===== config.mk =====
export PLATFORM = sky130hd
export DESIGN_NAME = ceb_builder
export DESIGN_NICKNAME = d
export VERILOG_FILES = /design/src/hdl/ceb_pkg.sv /design/src/hdl/ceb_skid_buffer.sv /design/src/hdl/ceb_builder.sv
export SDC_FILE = /design/constraint.sdc
export NUM_CORES = 1
export LEC_CHECK = 0
export ABC_CLOCK_PERIOD_IN_PS = 7600
export BUFFER_PORTS_ARGS = -buffer_cell sky130_fd_sc_hd__buf_2
export CORE_MARGIN = 3
export CORE_UTILIZATION = 60
export DETAILED_ROUTE_END_ITERATION = 7
export PLACE_DENSITY = 0.95
export SLEW_MARGIN = 30
export SYNTH_ARGS = -nofsm -noshare
export SYNTH_HDL_FRONTEND = slang
export SYNTH_HIERARCHICAL = 1
export SYNTH_SLANG_ARGS = --single-unit

===== constraint.sdc =====
create_clock -name clock_i -period 7.6 [get_ports clock_i]
set_input_delay 0.38 -clock clock_i [delete_from_list [all_inputs] [get_ports clock_i]]
set_output_delay 0.38 -clock clock_i [all_outputs]
set_load 0.1 [all_outputs]

===== src/hdl/ceb_pkg.sv =====
// Package of constants for the completion entry builder
package ceb_pkg;
  // ---------------------------------------------------------------------
  // Entry geometry
  // ---------------------------------------------------------------------
  localparam int ENTRY_BYTES  = 16;
  localparam int ENTRY_WORDS  = 4;
  localparam int WORD_W       = 32;
  localparam int QIDX_W       = 16;
  localparam int QSIZE_W      = 17;
  // ---------------------------------------------------------------------
  // Word indices
  // ---------------------------------------------------------------------
  localparam logic [1:0] WORD_RESULT   = 2'h0;
  localparam logic [1:0] WORD_RESERVED = 2'h1;
  localparam logic [1:0] WORD_QUEUE    = 2'h2;
  localparam logic [1:0] WORD_STATUS   = 2'h3;
  // ---------------------------------------------------------------------
  // Field positions in the queue word and the status word
  // ---------------------------------------------------------------------
  localparam int QID_LSB      = 16;
  localparam int HEAD_LSB     = 0;
  localparam int NO_RETRY_BIT = 31;
  localparam int MORE_BIT     = 30;
  localparam int RSVD_LSB     = 28;
  localparam int CAT_LSB      = 25;
  localparam int CODE_LSB     = 17;
  localparam int PHASE_BIT    = 16;
  localparam int TAG_LSB      = 0;
  // ---------------------------------------------------------------------
  // Status categories, success code, reset values and buffer depth
  // ---------------------------------------------------------------------
  localparam logic [2:0] CAT_GENERIC  = 3'h0;
  localparam logic [2:0] CAT_CMD_SPEC = 3'h1;
  localparam logic [2:0] CAT_MEDIA    = 3'h2;
  localparam logic [2:0] CAT_IMPL     = 3'h7;
  localparam logic [7:0] CODE_SUCCESS = 8'h00;
  localparam logic [31:0] WORD_ZERO   = 32'h0000_0000;
  localparam logic       PHASE_FIRST  = 1'b1;
  localparam int         BUF_DEPTH    = 2;
endpackage


===== src/hdl/ceb_skid_buffer.sv =====
// Two-entry buffer carrying entry words to the memory writer
`timescale 1ns/1ps
module ceb_skid_buffer
  import ceb_pkg::*;
#(
  parameter int WIDTH = 50
) (
  input  wire logic             clock_i,
  input  wire logic             rst_i,
  input  wire logic [WIDTH-1:0] in_data_i,
  input  wire logic             in_valid_i,
  output logic                  in_ready_o,
  output logic [WIDTH-1:0]      out_data_o,
  output logic                  out_valid_o,
  input  wire logic             out_ready_i
);
  // -------------------------------------------------------------------
  // Storage
  // -------------------------------------------------------------------
  logic [WIDTH-1:0] mem_reg [BUF_DEPTH];
  logic             wr_ptr_reg;
  logic             rd_ptr_reg;
  logic [1:0]       count_reg;
  logic             push;
  logic             pop;

  // Handshakes on both faces
  assign push        = in_valid_i && (count_reg != 2'h2);
  assign pop         = out_valid_o && out_ready_i;
  assign in_ready_o  = (count_reg != 2'h2);
  assign out_valid_o = (count_reg != 2'h0);
  assign out_data_o  = mem_reg[rd_ptr_reg];

  // Write side
  always_ff @(posedge clock_i) begin
    if (push) begin
      mem_reg[wr_ptr_reg] <= in_data_i;
    end
  end

  // Pointers and occupancy; full stops the producer, not drops words
  always_ff @(posedge clock_i) begin
    if (rst_i) begin
      wr_ptr_reg <= 1'b0;
      rd_ptr_reg <= 1'b0;
      count_reg  <= 2'h0;
    end else begin
      if (push) begin
        wr_ptr_reg <= ~wr_ptr_reg;
      end
      if (pop) begin
        rd_ptr_reg <= ~rd_ptr_reg;
      end
      count_reg <= count_reg + {1'b0, push} - {1'b0, pop};
    end
  end
endmodule


===== src/hdl/ceb_builder.sv =====
// Completion entry builder: forms and streams 16-byte completion records
`timescale 1ns/1ps
// Summary of operation
// - Entry is four 32-bit words, 16 bytes
// - Word 0 carries result, else reserved zero
// - Word 1 reserved, written as zero
// - Word 2 upper half: source queue id
// - Word 2 lower half: head at creation
// - Word 3 bits 31:17 hold status field
// - Phase 1 first pass, inverts per wrap
// - Word 3 low half echoes command tag
// - Queue id with tag identifies command
// - All-zero status field means success
// - Multiple failures: controller picks one code
// - Bit 31 is the no-retry flag
// - Clear no-retry on success or recovery abort
// - Bit 30 flags more error log information
// - Bits 27:25 category, 29:28 zero
// - Bits 24:17 carry status detail code
// - Category encodings 0,1,2,7; 3-6 reserved
// - Lowest applicable status code is reported
module ceb_builder
  import ceb_pkg::*;
(
  input  wire logic               clock_i,
  input  wire logic               rst_i,
  input  wire logic               controller_enable_bit_i,
  input  wire logic [QSIZE_W-1:0] queue_size_i,
  input  wire logic               req_valid_i,
  output logic                    req_ready_o,
  input  wire logic               result_used_i,
  input  wire logic [WORD_W-1:0]  result_word_i,
  input  wire logic [QIDX_W-1:0]  source_queue_id_i,
  input  wire logic [QIDX_W-1:0]  source_queue_head_i,
  input  wire logic [QIDX_W-1:0]  command_tag_i,
  input  wire logic [2:0]         status_category_i,
  input  wire logic [7:0]         code_mask_i,
  input  wire logic               more_info_i,
  input  wire logic               retry_hopeless_i,
  input  wire logic               recovery_abort_i,
  output logic                    wr_valid_o,
  input  wire logic               wr_ready_i,
  output logic [QIDX_W-1:0]       wr_slot_o,
  output logic [1:0]              wr_word_o,
  output logic [WORD_W-1:0]       wr_data_o,
  output logic                    wr_last_o,
  output logic                    phase_o,
  output logic [QIDX_W-1:0]       tail_o,
  output logic                    bad_category_o
);
  // -------------------------------------------------------------------
  // Types and state
  // -------------------------------------------------------------------
  typedef enum logic [1:0] {ST_IDLE, ST_EMIT} ceb_state_type;
  localparam int PKT_W = QIDX_W + 2 + WORD_W;

  ceb_state_type         state_reg;
  logic [WORD_W-1:0]     words_reg [ENTRY_WORDS];
  logic [1:0]            word_idx_reg;
  logic [QIDX_W-1:0]     slot_reg;
  logic [QIDX_W-1:0]     tail_reg;
  logic [QIDX_W-1:0]     tail_next;
  logic                  phase_reg;
  logic                  bad_cat_reg;
  logic                  wr_last_reg;
  logic                  accept;
  logic                  buf_ready;
  logic [PKT_W-1:0]      buf_out;
  logic                  buf_valid;
  logic [7:0]            code_pick;
  logic [WORD_W-1:0]     status_word;
  logic                  no_retry;
  logic                  wr_valid_reg;
  logic [PKT_W-1:0]      wr_pkt_reg;

  // -------------------------------------------------------------------
  // Status word composition
  // -------------------------------------------------------------------
  // Lowest set bit of the mask is the reported code; with several
  // failure causes this is how the single code is chosen.
  always_comb begin
    code_pick = CODE_SUCCESS;
    for (int i = 7; i >= 0; i--) begin
      if (code_mask_i[i]) begin
        code_pick = 8'(i);
      end
    end
  end

  // No-retry is dropped for success and time-limited recovery aborts
  assign no_retry = retry_hopeless_i && !recovery_abort_i
                    && !((status_category_i == CAT_GENERIC)
                         && (code_pick == CODE_SUCCESS));

  // Field packing; reserved bits 29:28 held at zero
  always_comb begin
    status_word                          = WORD_ZERO;
    status_word[NO_RETRY_BIT]            = no_retry;
    status_word[MORE_BIT]                = more_info_i;
    status_word[CAT_LSB+2:CAT_LSB]       = status_category_i;
    status_word[CODE_LSB+7:CODE_LSB]     = code_pick;
    status_word[PHASE_BIT]               = phase_reg;
    status_word[TAG_LSB+15:TAG_LSB]      = command_tag_i;
  end

  // -------------------------------------------------------------------
  // Request acceptance and entry capture
  // -------------------------------------------------------------------
  assign accept      = req_valid_i && (state_reg == ST_IDLE)
                       && controller_enable_bit_i;
  assign req_ready_o = (state_reg == ST_IDLE) && controller_enable_bit_i;

  // Snapshot every field at acceptance so a moving head is not seen
  always_ff @(posedge clock_i) begin
    if (accept) begin
      words_reg[WORD_RESULT]   <= result_used_i ? result_word_i
                                                : WORD_ZERO;
      words_reg[WORD_RESERVED] <= WORD_ZERO;
      words_reg[WORD_QUEUE]    <= {source_queue_id_i,
                                   source_queue_head_i};
      words_reg[WORD_STATUS]   <= status_word;
      slot_reg                 <= tail_reg;
    end
  end

  // Flag categories that fall in the reserved range
  always_ff @(posedge clock_i) begin
    if (rst_i) begin
      bad_cat_reg <= 1'b0;
    end else if (accept) begin
      bad_cat_reg <= (status_category_i > CAT_MEDIA)
                     && (status_category_i != CAT_IMPL);
    end
  end

  // -------------------------------------------------------------------
  // Word sequencer: four words, ascending, then release
  // -------------------------------------------------------------------
  always_ff @(posedge clock_i) begin
    if (rst_i) begin
      state_reg    <= ST_IDLE;
      word_idx_reg <= WORD_RESULT;
    end else begin
      case (state_reg)
        ST_IDLE: begin
          if (accept) begin
            state_reg    <= ST_EMIT;
            word_idx_reg <= WORD_RESULT;
          end
        end
        ST_EMIT: begin
          if (buf_ready) begin
            word_idx_reg <= word_idx_reg + 2'h1;
            if (word_idx_reg == WORD_STATUS) begin
              state_reg <= ST_IDLE;
            end
          end
        end
        default: state_reg <= ST_IDLE;
      endcase
    end
  end

  // -------------------------------------------------------------------
  // Tail index and phase tag
  // -------------------------------------------------------------------
  assign tail_next = (QSIZE_W'(tail_reg) + 17'h0_0001 >= queue_size_i)
                     ? '0 : tail_reg + 16'h0001;

  // Disable resets the pass; each wrap inverts the phase
  always_ff @(posedge clock_i) begin
    if (rst_i) begin
      tail_reg  <= '0;
      phase_reg <= PHASE_FIRST;
    end else begin
      if (!controller_enable_bit_i) begin
        tail_reg  <= '0;
        phase_reg <= PHASE_FIRST;
      end else if (accept) begin
        tail_reg <= tail_next;
        if (tail_next == '0) begin
          phase_reg <= ~phase_reg;
        end
      end
    end
  end

  // -------------------------------------------------------------------
  // Buffer toward memory and registered output stage
  // -------------------------------------------------------------------
  ceb_skid_buffer #(
    .WIDTH (PKT_W)
  ) u_buf (
    .clock_i     (clock_i),
    .rst_i       (rst_i),
    .in_data_i   ({slot_reg, word_idx_reg, words_reg[word_idx_reg]}),
    .in_valid_i  (state_reg == ST_EMIT),
    .in_ready_o  (buf_ready),
    .out_data_o  (buf_out),
    .out_valid_o (buf_valid),
    .out_ready_i (!wr_valid_reg || wr_ready_i)
  );

  // Output register keeps every memory write output on a flip-flop; req_ready_o stays combinational
  always_ff @(posedge clock_i) begin
    if (rst_i) begin
      wr_valid_reg <= 1'b0;
      wr_pkt_reg   <= '0;
      wr_last_reg  <= 1'b0;
    end else if (!wr_valid_reg || wr_ready_i) begin
      wr_valid_reg <= buf_valid;
      wr_pkt_reg   <= buf_out;
      wr_last_reg  <= (buf_out[WORD_W+1:WORD_W] == WORD_STATUS);
    end
  end

  assign wr_valid_o     = wr_valid_reg;
  assign wr_slot_o      = wr_pkt_reg[PKT_W-1 -: QIDX_W];
  assign wr_word_o      = wr_pkt_reg[WORD_W+1:WORD_W];
  assign wr_data_o      = wr_pkt_reg[WORD_W-1:0];
  assign wr_last_o      = wr_last_reg;
  assign phase_o        = phase_reg;
  assign tail_o         = tail_reg;
  assign bad_category_o = bad_cat_reg;
endmodule


==> impl.org <==
** Min path
- The worst hold path begins at command_tag_i[15].
- The path class of the tightest hold or removal check is in2reg.

** Global routing
- Summed over all layers, the global routing overflow is 0.
- Initial antenna violation count :: 0
- First-pass GRT wire length :: about 38000 um
- Entering global routing, the biggest net connects ~90 pins.
- Number of global-route vias before repair :: between 7000 and 8000
- In the global route stage, overall resource usage came out at 0.2238.

** Floorplan
- about 190 I/O pins were placed.
- The die is roughly 150 um tall.
- Cell row count :: 50
- The core region is ~19000 sq um.
- Effective utilization at floorplan :: 0.6185
- Die outline width :: approximately 150 um
- Floorplan die area :: between 20000 and 25000 sq um

** CTS
- After clock tree synthesis, the flow added hold-fix buffers numbering 0.
- In this run the deepest clock path goes through 3 buffers.
- For this design, the sink count on the clock tree is 285.
- H-tree depth reported by CTS :: 1
- Setup Fix Bufs, Post-CTS :: 0
- The tree is rooted in a clkbuf_16.
- TritonCTS built the clock tree.
- Worst-Skew Late Latency :: 530 ps
- Number of buffers inserted during clock tree synthesis :: 29
- Post-CTS sizing :: 0
- Clock-pin slew was measured on the worst setup and hold paths at 60 ps.

** Placed design
- Once detailed placement completed, the half-perimeter wirelength came to ~16000 um.
- Routability-driven placement finished with a final weighted congestion of between 0.8 and 0.9.
- Number of placed cells counting well taps :: 1305
- Area of placed instances :: 12770 sq um
- I/O Buffers :: between 150 and 200

** Job
- Number of maximum-capacitance violations :: 0

** Layout
- Post-Layout Cell Count :: about 1400
- Leaving out fill and tap cells, the most frequent cells in the layout are 205 x edfxtp_1, 187 x buf_2, 152 x nand2_1, 78 x dfxtp_1, 72 x a21oi_1.
- Total area of multi-input combinational cells :: around 3600 sq um
- Post-route standard cell area excluding fillers :: roughly 14000 sq um
- FF/Latch Area :: around 7800 sq um
- Of the cells placed in the final design, the portion with a size suffix greater than 1 is 0.2823.
- Most common cell after layout, fill and taps aside :: edfxtp_1
- The register with the most flip-flops in the layout has 100 of them.
- Filler cell count :: 1215
- The final layout contains between 1000 and 1500 nets.
- Layout overhead on the synthesized area :: 16.66%

** Route
- Antenna-violating nets left :: 0
- Across all layers, the routed design uses about 7500 vias.
- For this block, the initial DRC count from the detailed router was 471.
- Total wirelength of the detailed-routed design :: roughly 24000 um
- Post-route DRC :: 0
- Number of iterations in the first detailed-routing pass :: 5
- Wirelength per Cell :: around 18 um
- After detailed routing, the number of vias per cell comes to approximately 5.5.

** STA
- Dividing the final minimum period by the clock period gives 0.5232.
- Setup repair after global routing left no endpoint under its margin.
- The hold violation total from the final report was 0.
- Final hold analysis gives a worst-case slack of slightly below 30 ps.
- Final total negative setup slack :: 0 ps
- Max Slew Vio Count :: 0
- Clk_skew :: just over 9 ps
- Final critical-path required period :: between 3000 and 4000 ps
- Setup violations, final :: 0
- Slew at the pin closest to its max-slew limit :: 872.2 ps
- In this run the tightest slew margin relative to its limit is 0.4164.
- Timing-limited maximum frequency :: between 200 and 300 MHz

** Yosys
- Count of synthesis-stage warnings from yosys :: 6
- The synthesized design spends more area on one cell type than any other, namely edfxtp_1.
- Number of standard cells after synthesis :: approximately 900
- Sequential area share after synthesis :: 0.6616
- Yosys mapped a number of flops with a built-in enable equal to 205.
- Averaged over all synthesized cells, the footprint is 13.07 sq um.
- The share of synthesized area in the top cell type comes to 0.5250.
- The netlist uses between 50 and 60 different library cells.
- The number of nets handed over by synthesis was approximately 1000.
- Top post-synthesis cells by area :: edfxtp_1 53%, dfxtp_1 14%, mux2_4 6.5%
- In this run the cell area of the synthesized design comes to between 10000 and 15000 sq um.
- The synthesized design contains between 200 and 300 register bits.
- Counting flops with an async set or reset pin after synthesis yields a share of 0.
- The most used flip-flop cell after synthesis is edfxtp_1.

** Critical path
- CP peak stage delay :: 730 ps
- The worst setup path is launched from a flip-flop.
- Worst path arrival time :: around 4400 ps
- Critical Path Sink Type :: flip-flop
- By startpoint and endpoint, the worst setup path is classified as reg2reg.
- Data on the critical path is required at its endpoint by 8030 ps.
- Startpoint of the lowest-slack register-to-register path :: tail_o[0]$_SDFFE_PP0P_
- In this run the worst path has a maximum fanout of 11.
- Tracing the worst setup path back leads to its startpoint at tail_o[0]$_SDFFE_PP0P_.
- The slowest stage of the critical path belongs to the cell nor2_1.
- List of cells traversed by the critical path :: ha_1 > and3_2 > nand2_1 > and2_1 > or2_2 > ha_1 > a21oi_1 > nor2_1 > a211oi_1 > o211ai_1 > nor2_1 > a31oi_1 > a311oi_1
- Setup slack, reg-to-reg :: ~3600 ps

** Power and ir drop
- Max IR drop VDD :: 272.7 uV
- For this design the static power due to leakage is approximately 5.4 nW.
- PwrDens :: about 300 nW/um^2
- Post-layout total power :: a little over 4 mW

** Outcome
- Result of the run :: finished, final reports clean
cells in the mapped netlist (2+ instances only):
cell,n
a211oi_1,4
a21oi_1,72
a22oi_1,5
a311oi_1,2
a31oi_1,4
and2_1,36
and3_1,5
and4_1,3
buf_1,3
buf_12,5
buf_6,5
clkbuf_1,33
clkinv_1,2
dfxtp_1,80
edfxtp_1,205
ha_1,21
inv_1,22
mux2_4,51
mux2i_1,33
nand2_1,152
nand2b_1,2
nand3_1,14
nand4_1,5
nor2_1,39
nor2b_1,5
nor3_1,7
nor4_1,2
o211ai_1,2
o21ai_0,32
o2bb2ai_1,2
o41ai_1,2
or2_2,4
xnor2_1,11
xor2_1,6
worst paths after layout:
| path | to | depth (start not counted) |
|---|---|---|
| max | tail_o[3]$_SDFFE_PP0P_ | 13 |
| min | words_reg[3][15]$_DFFE_PP_ | 1 |
| max reg2reg | tail_o[3]$_SDFFE_PP0P_ | 13 |
| min reg2reg | u_buf/mem_reg[1][46]$_DFFE_PP_ | 0 |
power breakdown:
group	internal [mW]	leakage (nW)	switching [mW]
sequential	1.81	2.56	0.0720
clock	0.749	0.439	0.545
combinational	0.260	2.41	0.691
total	2.81	5.41	1.31
kinds of logic after synthesis:
logic type | share of synthesized area
DFF | 0.6616
and+or+nand+nor | 0.1122
adders and majority gates | 0.02241
muxes | 0.09348
xor gates and xnor gates | 0.01270
AOI/OAI and AO/OA | 0.06382
buffers and inverters | 0.03383
per-layer routing:
| metal | wire, um | vias to the layer above | share of wire | track usage |
|---|---|---|---|---|
| met5 | 0 | - | 0 | 0 |
| met4 | 956 | 0 | 0.039 | 0.08832 |
| met3 | 1375 | 72 | 0.057 | 0.04329 |
| met2 | 12770 | 288 | 0.52 | 0.4082 |
| met1 | 9225 | 3609 | 0.38 | 0.2602 |
| li1 | - | 3566 | - | - |
metrics by stage:
stage                       util  worst slack [ps]
after floorplan                -              3021
after detailed placement  0.6738              3772
after global placement    0.6737              3906
final                     0.7216              3623
after global routing      0.7215              3319
after CTS                 0.7198              3744
worst max-delay path, delay by kind of cell, from the launching register on:
family                   cells  cell delay [ps]
AND/OR/NAND/NOR              6             1650
AO/OA/AOI/OAI                5             1050
adder cells (fa/ha/maj)      2              720
flip-flops                   1              470
area by class of cell:
| cell class | count | area share |
|---|---|---|
| Tap cell | 260 | 0.02378 |
| Inverter | 24 | 0.006769 |
| Sequential cell | 285 | 0.5675 |
| Clock inverter | 15 | 0.007044 |
| Clock buffer | 37 | 0.05671 |
| Timing Repair Buffer | 197 | 0.07565 |
| Antenna cell | 1 | 0.0001829 |
| Multi-Input combinational cell | 540 | 0.2623 |
Note: power is estimated with default switching activity, not from simulation.
